<file path="config.mk">
export PLATFORM = sky130hd
export DESIGN_NAME = sqad_top
export DESIGN_NICKNAME = d
export VERILOG_FILES = /design/src/sqad_pkg.sv /design/src/sqad_match.sv /design/src/sqad_top.sv
export VERILOG_INCLUDE_DIRS = /design/src /design/src/src
export SDC_FILE = /design/constraint.sdc
export NUM_CORES = 1
export LEC_CHECK = 0
export BUFFER_PORTS_ARGS = -buffer_cell sky130_fd_sc_hd__buf_2
export CAP_MARGIN = 0
export CELL_PAD_IN_SITES_DETAIL_PLACEMENT = 1
export CELL_PAD_IN_SITES_GLOBAL_PLACEMENT = 1
export CORE_MARGIN = 2
export CORE_UTILIZATION = 45
export DETAILED_ROUTE_END_ITERATION = 6
export PLACE_DENSITY_LB_ADDON = 0.15
export SLEW_MARGIN = 20
export SYNTH_ARGS = -nofsm -noshare
export SYNTH_HDL_FRONTEND = slang
export SYNTH_SLANG_ARGS = --single-unit
</file>
<file path="constraint.sdc">
create_clock -name i_clock -period 20.1 [get_ports i_clock]
set_input_delay 4.02 -clock i_clock [delete_from_list [all_inputs] [get_ports i_clock]]
set_output_delay 4.02 -clock i_clock [all_outputs]
set_load 0.005 [all_outputs]
</file>
<file path="src/sqad_regs.svh">
// Purpose: Register indices, field positions and reset values of the sync qualifier.
// Assumes: Byte address of a register is four times its index.
// Notes: Definitions only.
`ifndef SQAD_REGS_SVH
`define SQAD_REGS_SVH

// Register indices
`define SQAD_IDX_THRESH 8'h46
`define SQAD_IDX_TOLER 8'h47
`define SQAD_IDX_DIVCFG 8'h48
`define SQAD_IDX_DIVRES 8'h49
`define SQAD_IDX_ANT1ED 8'h4A
`define SQAD_IDX_ANT2ED 8'h4B
`define SQAD_IDX_OVRD 8'h4C
`define SQAD_IDX_IRQSTAT 8'h50
`define SQAD_IDX_IRQMASK 8'h51

// Tolerance fields
`define SQAD_SW_TOL_HI 7
`define SQAD_SW_TOL_LO 4
`define SQAD_PB_TOL_HI 3
`define SQAD_PB_TOL_LO 0

// Diversity config fields
`define SQAD_DIV_CTRL1 5
`define SQAD_DIV_CTRL0 4
`define SQAD_DIV_INV_ANT 3
`define SQAD_DIV_INV_TRX 2
`define SQAD_DIV_DPDT 1
`define SQAD_DIV_EN 0
`define SQAD_DIVCFG_MASK 8'h3F

// Diversity result fields
`define SQAD_RES_DONE 7
`define SQAD_RES_RSV_MASK 8'h7C
`define SQAD_RES_ANT1 2'h1
`define SQAD_RES_ANT2 2'h2

// Antenna override fields
`define SQAD_OVR_RECEIVE_ANTENNA_CHOICE 5
`define SQAD_OVR_RX_EN 4
`define SQAD_OVR_TRANSMIT_ANTENNA_CHOICE 1
`define SQAD_OVR_TX_EN 0
`define SQAD_OVRD_MASK 8'h33

// Interrupt bits
`define SQAD_IRQ_SYNC 0
`define SQAD_IRQ_DIV 1
`define SQAD_IRQ_REFUSE 2
`define SQAD_IRQ_MASK 8'h07

// Reset values
`define SQAD_RST_BYTE 8'h00
`define SQAD_RST_RESULT 2'h1

`endif

</file>
<file path="src/sqad_pkg.sv">
// Purpose: Types shared by the sync qualifier files.
// Assumes: Constants live in sqad_regs.svh.
// Notes: Gray-coded search states.
package sqad_pkg;

   typedef logic [7:0] sqad_byte_t;

   // Diversity search states, Gray along idle, ant1, ant2, done
   typedef enum logic [1:0] {
      SQAD_IDLE = 2'h0,
      SQAD_MEAS1 = 2'h1,
      SQAD_MEAS2 = 2'h3,
      SQAD_DONE = 2'h2
   } sqad_div_state_t;

endpackage

</file>
<file path="src/sqad_match.sv">
// Purpose: Tolerant pattern compare of a bit window against a pattern.
// Assumes: Combinational, caller registers the result.
// Notes: Match when mismatched bits do not exceed the tolerance.
`timescale 1ns/1ps
module sqad_match
   import sqad_pkg::*;
#(
   parameter int WIDTH = 32
) (
   // Compare operands
   input wire logic [WIDTH-1:0] i_window,
   input wire logic [WIDTH-1:0] i_pattern,
   input wire logic [3:0] i_tolerance,
   // Result
   output logic o_match
);

   localparam int CW = $clog2(WIDTH + 1);

   logic [WIDTH-1:0] diff;
   logic [CW-1:0] errors;

   // Per-bit mismatch
   genvar g;
   generate
      for (g = 0; g < WIDTH; g++) begin : g_diff
         assign diff[g] = i_window[g] ^ i_pattern[g];
      end
   endgenerate

   // Mismatch count
   always_comb begin
      errors = '0;
      for (int k = 0; k < WIDTH; k++) begin
         errors = errors + CW'(diff[k]);
      end
   end

   // Widened so a 4-bit tolerance never wraps against a large count
   assign o_match = ({4'h0, errors} <= {{CW{1'b0}}, i_tolerance});

endmodule // sqad_match

</file>
<file path="src/sqad_top.sv">
// Purpose: Sync qualification and antenna diversity with an APB register bank.
// Assumes: Demodulated bits and energy samples arrive synchronous to i_clock.
// Notes: All state freezes while i_clock_en is low, the APB slave included.
`timescale 1ns/1ps
`include "sqad_regs.svh"
module sqad_top
   import sqad_pkg::*;
#(
   parameter int SYNC_BITS = 32,
   parameter int PREAMBLE_BITS = 16,
   parameter int MEAS_SAMPLES = 4,
   parameter int ADDR_W = 12
) (
   // Clock, reset, enable
   input wire logic i_clock,
   input wire logic i_sys_rst,
   input wire logic i_clock_en,
   // APB slave
   input wire logic i_psel,
   input wire logic i_penable,
   input wire logic i_pwrite,
   input wire logic [ADDR_W-1:0] i_paddr,
   input wire logic [31:0] i_pwdata,
   output logic [31:0] o_prdata,
   output logic o_pready,
   output logic o_pslverr,
   // Receiver side
   input wire logic i_rx_on,
   input wire logic i_tx_on,
   input wire logic i_rx_bit_valid,
   input wire logic i_rx_bit,
   input wire logic [SYNC_BITS-1:0] i_sync_pattern,
   input wire logic i_energy_valid,
   input wire logic [7:0] i_energy,
   input wire logic i_sync_energy_check_enable,
   // Sync and antenna outputs
   output logic o_sync_detected,
   output logic o_antenna_select_output,
   output logic o_antenna_select_output_b,
   output logic o_txrx_switch_output,
   output logic o_txrx_switch_output_b,
   output logic o_irq
);

   localparam int SCW = $clog2(MEAS_SAMPLES + 1);

   // Registers
   sqad_byte_t sync_energy_threshold;
   sqad_byte_t sync_error_tolerance;
   sqad_byte_t diversity_config;
   logic [4:0] result_reserved;
   logic diversity_search_done;
   logic [1:0] diversity_selected_antenna;
   sqad_byte_t first_antenna_energy_value;
   sqad_byte_t second_antenna_energy_value;
   sqad_byte_t antenna_override;
   sqad_byte_t irq_status;
   sqad_byte_t irq_mask;
   logic sync_energy_check_enable;

   // Receive datapath state
   logic [SYNC_BITS-1:0] shift_window;
   logic preamble_found;
   sqad_div_state_t div_state;
   logic [SCW-1:0] sample_count;
   sqad_byte_t meas_ant1;
   sqad_byte_t meas_ant2;
   logic candidate_ant2;
   logic rx_on_d;

   // APB decode
   wire apb_setup = i_psel & ~i_penable;
   wire apb_commit = i_psel & i_penable & o_pready;
   wire apb_wr = apb_commit & i_pwrite;
   wire aligned = (i_paddr[1:0] == 2'h0);
   wire [7:0] word_idx = 8'(i_paddr[ADDR_W-1:2]);
   wire hit_thresh = aligned & (word_idx == `SQAD_IDX_THRESH);
   wire hit_toler = aligned & (word_idx == `SQAD_IDX_TOLER);
   wire hit_divcfg = aligned & (word_idx == `SQAD_IDX_DIVCFG);
   wire hit_divres = aligned & (word_idx == `SQAD_IDX_DIVRES);
   wire hit_ant1 = aligned & (word_idx == `SQAD_IDX_ANT1ED);
   wire hit_ant2 = aligned & (word_idx == `SQAD_IDX_ANT2ED);
   wire hit_ovrd = aligned & (word_idx == `SQAD_IDX_OVRD);
   wire hit_stat = aligned & (word_idx == `SQAD_IDX_IRQSTAT);
   wire hit_mask = aligned & (word_idx == `SQAD_IDX_IRQMASK);
   wire hit_any = hit_thresh | hit_toler | hit_divcfg | hit_divres | hit_ant1 | hit_ant2
      | hit_ovrd | hit_stat | hit_mask;
   wire [7:0] wbyte = i_pwdata[7:0];

   // Configuration fields
   wire [3:0] syncword_error_tolerance =
      sync_error_tolerance[`SQAD_SW_TOL_HI:`SQAD_SW_TOL_LO];
   wire [3:0] preamble_error_tolerance =
      sync_error_tolerance[`SQAD_PB_TOL_HI:`SQAD_PB_TOL_LO];
   wire diversity_enable = diversity_config[`SQAD_DIV_EN];
   wire switch_type_select = diversity_config[`SQAD_DIV_DPDT];
   wire txrx_switch_polarity_invert = diversity_config[`SQAD_DIV_INV_TRX];
   wire antenna_select_polarity_invert = diversity_config[`SQAD_DIV_INV_ANT];
   wire receive_antenna_choice = antenna_override[`SQAD_OVR_RECEIVE_ANTENNA_CHOICE];
   wire receive_antenna_override_enable = antenna_override[`SQAD_OVR_RX_EN];
   wire transmit_antenna_choice = antenna_override[`SQAD_OVR_TRANSMIT_ANTENNA_CHOICE];
   wire transmit_antenna_override_enable = antenna_override[`SQAD_OVR_TX_EN];

   // Read mux
   wire [7:0] divres_read = {diversity_search_done, result_reserved,
      diversity_selected_antenna};
   wire [7:0] read_byte = hit_thresh ? sync_energy_threshold :
      hit_toler ? sync_error_tolerance :
      hit_divcfg ? diversity_config :
      hit_divres ? divres_read :
      hit_ant1 ? first_antenna_energy_value :
      hit_ant2 ? second_antenna_energy_value :
      hit_ovrd ? antenna_override :
      hit_stat ? irq_status :
      hit_mask ? irq_mask : `SQAD_RST_BYTE;

   // Bit window shift; new bit enters at the low end
   wire [SYNC_BITS-1:0] next_window = {shift_window[SYNC_BITS-2:0], i_rx_bit};

   // Preamble reference is an alternating pattern
   logic [PREAMBLE_BITS-1:0] preamble_ref;
   genvar g;
   generate
      for (g = 0; g < PREAMBLE_BITS; g++) begin : g_pref
         assign preamble_ref[g] = (g % 2 == 0) ? 1'b1 : 1'b0;
      end
   endgenerate

   logic preamble_hit;
   logic sync_hit;
   logic pre_match_a;
   logic pre_match_b;

   // Either phase of the alternation counts as preamble
   sqad_match #(.WIDTH(PREAMBLE_BITS)) u_pre_a (
      .i_window(next_window[PREAMBLE_BITS-1:0]),
      .i_pattern(preamble_ref),
      .i_tolerance(preamble_error_tolerance),
      .o_match(pre_match_a)
   );
   sqad_match #(.WIDTH(PREAMBLE_BITS)) u_pre_b (
      .i_window(next_window[PREAMBLE_BITS-1:0]),
      .i_pattern(~preamble_ref),
      .i_tolerance(preamble_error_tolerance),
      .o_match(pre_match_b)
   );
   sqad_match #(.WIDTH(SYNC_BITS)) u_sync (
      .i_window(next_window),
      .i_pattern(i_sync_pattern),
      .i_tolerance(syncword_error_tolerance),
      .o_match(sync_hit)
   );
   assign preamble_hit = pre_match_a | pre_match_b;

   // Sync qualification by energy
   wire sync_candidate = i_rx_on & i_rx_bit_valid & preamble_found & sync_hit;
   wire energy_ok = ~sync_energy_check_enable | (i_energy > sync_energy_threshold);
   wire sync_event = sync_candidate & energy_ok;
   wire refuse_event = sync_candidate & ~energy_ok;

   // Diversity search controls
   wire rx_start = i_rx_on & ~rx_on_d;
   wire sample_take = i_energy_valid & (sample_count == SCW'(MEAS_SAMPLES - 1));
   wire meas_done2 = (div_state == SQAD_MEAS2) & sample_take;
   wire next_cand_ant2 = (i_energy > meas_ant1);
   wire div_event = meas_done2;
   wire div_active = diversity_enable & i_rx_on;

   // Interrupt status: set wins over write-one-clear
   wire [7:0] irq_set = {5'h0, refuse_event, div_event, sync_event};
   wire [7:0] irq_clr = (apb_wr & hit_stat) ? wbyte : `SQAD_RST_BYTE;
   wire [7:0] next_irq_status = (irq_set | (irq_status & ~irq_clr)) & `SQAD_IRQ_MASK;
   wire div_flag_cleared = irq_clr[`SQAD_IRQ_DIV] & irq_status[`SQAD_IRQ_DIV]
      & ~div_event;

   // Antenna selection
   wire search_ant2 = (div_state == SQAD_MEAS2);
   wire div_ant2 = (div_state == SQAD_DONE) ? candidate_ant2 :
      (diversity_selected_antenna == `SQAD_RES_ANT2);
   wire auto_ant2 = div_active & ((div_state == SQAD_IDLE) ? div_ant2 :
      ((div_state == SQAD_DONE) ? candidate_ant2 : search_ant2));
   wire rx_ant2 = receive_antenna_override_enable ? receive_antenna_choice : auto_ant2;
   wire tx_ant2 = transmit_antenna_override_enable ? transmit_antenna_choice
      : (diversity_enable & div_ant2);
   wire use_ant2 = i_tx_on ? tx_ant2 : rx_ant2;
   wire next_ant_sel = use_ant2 ^ antenna_select_polarity_invert;
   wire next_trx_sel = i_tx_on ^ txrx_switch_polarity_invert;
   wire next_ant_sel_b = switch_type_select & ~next_ant_sel;
   wire next_trx_sel_b = switch_type_select & ~next_trx_sel;

   // APB answer: one wait-free access phase after setup
   always_ff @(posedge i_clock or posedge i_sys_rst) begin
      if (i_sys_rst) begin
         o_pready <= 1'b0;
         o_prdata <= 32'h0;
         o_pslverr <= 1'b0;
      end else if (i_clock_en) begin
         o_pready <= apb_setup;
         o_prdata <= (apb_setup & ~i_pwrite) ? {24'h0, read_byte} : 32'h0;
         o_pslverr <= apb_setup & ~hit_any;
      end
   end

   // Software-written configuration
   always_ff @(posedge i_clock or posedge i_sys_rst) begin
      if (i_sys_rst) begin
         sync_energy_threshold <= `SQAD_RST_BYTE;
         sync_error_tolerance <= `SQAD_RST_BYTE;
         diversity_config <= `SQAD_RST_BYTE;
         antenna_override <= `SQAD_RST_BYTE;
         irq_mask <= `SQAD_RST_BYTE;
         result_reserved <= 5'h0;
      end else if (i_clock_en) begin
         if (apb_wr & hit_thresh) begin
            sync_energy_threshold <= wbyte;
         end
         if (apb_wr & hit_toler) begin
            sync_error_tolerance <= wbyte;
         end
         if (apb_wr & hit_divcfg) begin
            diversity_config <= wbyte & `SQAD_DIVCFG_MASK;
         end
         if (apb_wr & hit_ovrd) begin
            antenna_override <= wbyte & `SQAD_OVRD_MASK;
         end
         if (apb_wr & hit_mask) begin
            irq_mask <= wbyte & `SQAD_IRQ_MASK;
         end
         if (apb_wr & hit_divres) begin
            result_reserved <= wbyte[6:2];
         end
      end
   end

   // Interrupt status and output
   always_ff @(posedge i_clock or posedge i_sys_rst) begin
      if (i_sys_rst) begin
         irq_status <= `SQAD_RST_BYTE;
         o_irq <= 1'b0;
      end else if (i_clock_en) begin
         irq_status <= next_irq_status;
         o_irq <= |(next_irq_status & irq_mask);
      end
   end

   // Bit window and preamble tracking; a packet ends with receive off or sync
   always_ff @(posedge i_clock or posedge i_sys_rst) begin
      if (i_sys_rst) begin
         shift_window <= '0;
         preamble_found <= 1'b0;
         rx_on_d <= 1'b0;
      end else if (i_clock_en) begin
         rx_on_d <= i_rx_on;
         if (~i_rx_on | sync_event) begin
            preamble_found <= 1'b0;
         end else if (i_rx_bit_valid & preamble_hit) begin
            preamble_found <= 1'b1;
         end
         if (i_rx_bit_valid) begin
            shift_window <= next_window;
         end
      end
   end

   // Diversity search: ant1 then ant2 over the preamble, keep the stronger
   always_ff @(posedge i_clock or posedge i_sys_rst) begin
      if (i_sys_rst) begin
         div_state <= SQAD_IDLE;
         sample_count <= '0;
         meas_ant1 <= `SQAD_RST_BYTE;
         meas_ant2 <= `SQAD_RST_BYTE;
         candidate_ant2 <= 1'b0;
         diversity_search_done <= 1'b0;
      end else if (i_clock_en) begin
         if (~div_active) begin
            div_state <= SQAD_IDLE;
            sample_count <= '0;
         end else begin
            unique case (div_state)
               SQAD_IDLE: begin
                  if (rx_start) begin
                     div_state <= SQAD_MEAS1;
                     sample_count <= '0;
                     diversity_search_done <= 1'b0;
                  end
               end
               SQAD_MEAS1: begin
                  if (i_energy_valid) begin
                     sample_count <= sample_take ? '0 : sample_count + SCW'(1);
                  end
                  if (sample_take) begin
                     meas_ant1 <= i_energy;
                     div_state <= SQAD_MEAS2;
                  end
               end
               SQAD_MEAS2: begin
                  if (i_energy_valid) begin
                     sample_count <= sample_take ? '0 : sample_count + SCW'(1);
                  end
                  if (sample_take) begin
                     meas_ant2 <= i_energy;
                     candidate_ant2 <= next_cand_ant2;
                     diversity_search_done <= 1'b1;
                     div_state <= SQAD_DONE;
                  end
               end
               SQAD_DONE: begin
                  // Held on the chosen antenna until sync word detection or receive end
                  if (sync_event) begin
                     div_state <= SQAD_IDLE;
                  end
               end
            endcase
         end
      end
   end

   // Results latched at sync word detection
   always_ff @(posedge i_clock or posedge i_sys_rst) begin
      if (i_sys_rst) begin
         diversity_selected_antenna <= `SQAD_RST_RESULT;
         first_antenna_energy_value <= `SQAD_RST_BYTE;
         second_antenna_energy_value <= `SQAD_RST_BYTE;
      end else if (i_clock_en) begin
         if (sync_event & diversity_enable) begin
            diversity_selected_antenna <= div_ant2 ? `SQAD_RES_ANT2 : `SQAD_RES_ANT1;
            first_antenna_energy_value <= meas_ant1;
            second_antenna_energy_value <= meas_ant2;
         end else if (div_flag_cleared) begin
            first_antenna_energy_value <= `SQAD_RST_BYTE;
            second_antenna_energy_value <= `SQAD_RST_BYTE;
         end else if (sync_event) begin
            diversity_selected_antenna <= `SQAD_RES_ANT1;
         end
      end
   end

   // Energy check enable pin latched so the check tracks a stable level
   always_ff @(posedge i_clock or posedge i_sys_rst) begin
      if (i_sys_rst) begin
         sync_energy_check_enable <= 1'b0;
      end else if (i_clock_en) begin
         sync_energy_check_enable <= i_sync_energy_check_enable;
      end
   end

   // Registered pin drive
   always_ff @(posedge i_clock or posedge i_sys_rst) begin
      if (i_sys_rst) begin
         o_sync_detected <= 1'b0;
         o_antenna_select_output <= 1'b0;
         o_antenna_select_output_b <= 1'b0;
         o_txrx_switch_output <= 1'b0;
         o_txrx_switch_output_b <= 1'b0;
      end else if (i_clock_en) begin
         o_sync_detected <= sync_event;
         o_antenna_select_output <= next_ant_sel;
         o_antenna_select_output_b <= next_ant_sel_b;
         o_txrx_switch_output <= next_trx_sel;
         o_txrx_switch_output_b <= next_trx_sel_b;
      end
   end

endmodule // sqad_top

</file>
==> results.md <==
* Top area cells in the synthesized netlist: dfrtp_1 (38%), fa_1 (11%), mux2_2 (7.9%), ha_1 (7.0%), nand2_1 (4.4%)
* Mapped Cells at 827
* Io pins at 136
* Hold Crit Depth at 2
* CP arrival at between 10 and 15 ns
* Setup violators final at 0
* Ys Warns at 0
* Fraction of layout cells with a size suffix above 1 at 0.2098
* Hold-fix buffers, CTS at 0
* Slew at the pin closest to its max-slew limit at 0.9707 ns
* Top_reg_cell synth: dfrtp_1
* Mean Syn Cell Area at 10.14 um^2
* Share of synthesized flip-flops with an asynchronous set or reset at 1.000
* CP Class: input pin to register
* Core ar. at 18150 um^2
* Status: finished clean
* Post-DP HPWL at 17.68 mm
* Via count at 6334
* Worst Hold Endpoint: first_antenna_energy_value[5]
* Initial Util at 0.4621
* Synthesized flop and latch total at 128
* Period Utilization, post-route at 0.5160
* GP Congestion at 0.8780
* Worst Path Max Fanout at 5
* Critical Path RT at 20.40 ns
* R2r worst-path depth at 19
* Post-synth top cells: dfrtp_1 (127), nand2_1 (98), inv_1 (94)
* Vias in the first global route at 6842
* Nets at between 1000 and 1500
* Fin crit period at 10.37 ns
* Worst setup EP type: register
* Vias/cell at 5.513
* R2R Setup Slk at 13.01 ns
* Clock buffer count from CTS at 17
* Largest net degree at the start of global routing at 76
* Total routed wirelength at 23.38 mm
* Drt drc at 0
* Total congestion overflow at 0
* Initial antenna violation count at 0
* Worst hold path type: register to register
* Starting DRC count in detailed routing at 313
* CP startpoint: i_sync_pattern[1]
* GRT Total Usage at 0.2472
* RSZ-0062 raised after global routing: false
* Max-slew violations at 0
* Cell Rows at 49
* Clock Sinks at 128
* Worst-Skew Late Latency at approximately 0.42 ns
* Most frequent cell after synthesis: dfrtp_1
* IO buf count at 85
* FF-to-FF End: div_state[1]
* Rel. slew slack at 0.3529
* Mapped cell area at 8386 um^2
* Pre-antenna DRT Iters at 6
* Biggest area consumer among synthesized cells: dfrtp_1
* Post-Route Setup TNS at 0 ns
* Die area at 19740 um^2
* Worst setup SP type: input pin
* CTS resizes at 0
* # Max-Cap Violations at 0
* ANT cells at 0
* Sequential fraction of the synthesis area at 0.3821
* Synth top area share at 0.3790
* Yosys cell types at 66
* First-pass GRT wire length at 37.51 mm
* Die Ht at ~140 um
* R2r startpoint: shift_window[0]
* Die W at between 100 and 150 um
* Area growth syn-to-layout at 14.83%
* Layout Skew at between 0.009 and 0.01 ns
* Hold Vio Cnt, Final at 0
* Final ANT Viol Nets at 0
* CTS root buf: clkbuf_16
* Hold path startpoint: meas_ant1[5]
* DR WL/cell at 20.34 um
* Clock-pin slew on the worst setup and hold paths at about 0.060 ns
* Fmax at roughly 96 MHz
* TritonCTS clock tree: built
* CTS Buffer Depth at 2
* Post-synth EDFFs at 0
* H-Tree Depth at 4
* Setup Fix Bufs, Post-CTS at 0
-- routing by layer --
metal | part of all wire | global-route usage | vias to the layer above
met4 | 0.015 | 0.05579 | 0
met1 | 0.46 | 0.3401 | 3237
met2 | 0.49 | 0.4120 | 143
li1 | - | - | 2926
met3 | 0.036 | 0.04342 | 28
met5 | 0 | 0 | -
-- worst max-delay path, cell delays in order --
cell and delay (ns):
buf_2 0.10, xor2_1 0.16, ha_1 0.28, inv_1 0.05, fa_1 0.55, fa_1 0.54, fa_1 0.52, fa_1 0.53
fa_1 0.54, fa_1 0.52, fa_1 0.44, inv_1 0.08, fa_1 0.42, ha_1 0.32, nor2b_1 0.15, o2111ai_1 0.22
o2111ai_1 0.27, a31oi_1 0.50, a211oi_1 0.19, a211o_1 0.26
-- stage by stage --
stage / utilization / hold slack, ns / std cells / worst slack, ns / area, um^2
after floorplan: - / 0.4444 / 850 / 9.927 / 8472
after global placement: 0.4933 / 0.4589 / 1118 / 9.366 / 8952
after detailed placement: 0.4933 / 0.4707 / 1118 / 9.283 / 8952
after CTS: 0.5306 / 0.4903 / 1149 / 9.663 / 9629
after global routing: 0.5306 / 0.5068 / 1149 / 9.428 / 9629
final: 0.5306 / 0.4879 / 1149 / 9.729 / 9629
-- area by class of cell --
type | instances | area (um^2)
flip-flops and latches | 128 | 3204
multi-input cells | 575 | 4628
well taps | 229 | 286.5
fillers | 2059 | 8518
repair buffers | 92 | 478.0
clock inverters | 10 | 206.4
clock buffers | 21 | 470.5
inverters | 94 | 355.3
-- logic make-up (layout without fill, tap and decap cells) --
| family | count (synthesis) | in the layout | share of synthesized area |
|---|---|---|---|
| AND/OR/NAND/NOR | 195 | 195 | 0.1147 |
| AO/OA/AOI/OAI | 158 | 158 | 0.1185 |
| buffers and inverters | 147 | 217 | 0.07699 |
| flip-flops | 128 | 128 | 0.3821 |
| adder cells (fa/ha/maj) | 91 | 91 | 0.1752 |
| multiplexers | 67 | 67 | 0.09027 |
| XOR/XNOR | 40 | 40 | 0.04178 |
| other | 1 | 24 | 0.0004472 |
-- worst max path at each step --
stage                     depth (start not counted)  slack, ns                             to
after global placement                           20       9.37                   div_state[1]
after detailed placement                         20       9.28                   div_state[1]
after CTS                                        20       9.66                   div_state[1]
after floorplan                                  19       9.93  first_antenna_energy_value[7]
after global routing                             20       9.43                   div_state[1]
final                                            20       9.73                   div_state[1]
-- cells in the final DEF, fill, tap and decap left out, drive strengths merged, types with 8 or more instances in the layout --
| master | synthesis | routed |
|---|---|---|
| o22ai | 8 | 8 |
| nand2 | 98 | 98 |
| buf | 29 | 92 |
| xnor2 | 33 | 33 |
| nor2 | 26 | 26 |
| mux2 | 59 | 59 |
| nand2b | 8 | 8 |
| nor2b | 9 | 9 |
| a21oi | 26 | 26 |
| nand4 | 9 | 9 |
| o21ai | 64 | 64 |
| clkbuf | 24 | 21 |
| nand3 | 13 | 13 |
| ha | 47 | 47 |
| inv | 94 | 94 |
| dfrtp | 127 | 127 |
| fa | 44 | 44 |
| a21o | 9 | 9 |
| conb | 1 | 24 |
-- registers in the layout, indices dropped and copies added (netlist names), 3 cells and up --
signal,count
shift_window,31
diversity_config,6
sync_error_tolerance,8
meas_ant1,8
o_prdata,8
irq_mask,3
first_antenna_energy_value,8
result_reserved,5
meas_ant2,8
sync_energy_threshold,8
sample_count,3
irq_status,3
antenna_override,4
second_antenna_energy_value,8
Power is not shown: default switching activity piles up to over one toggle a cycle in this logic, so the estimate is an artifact.
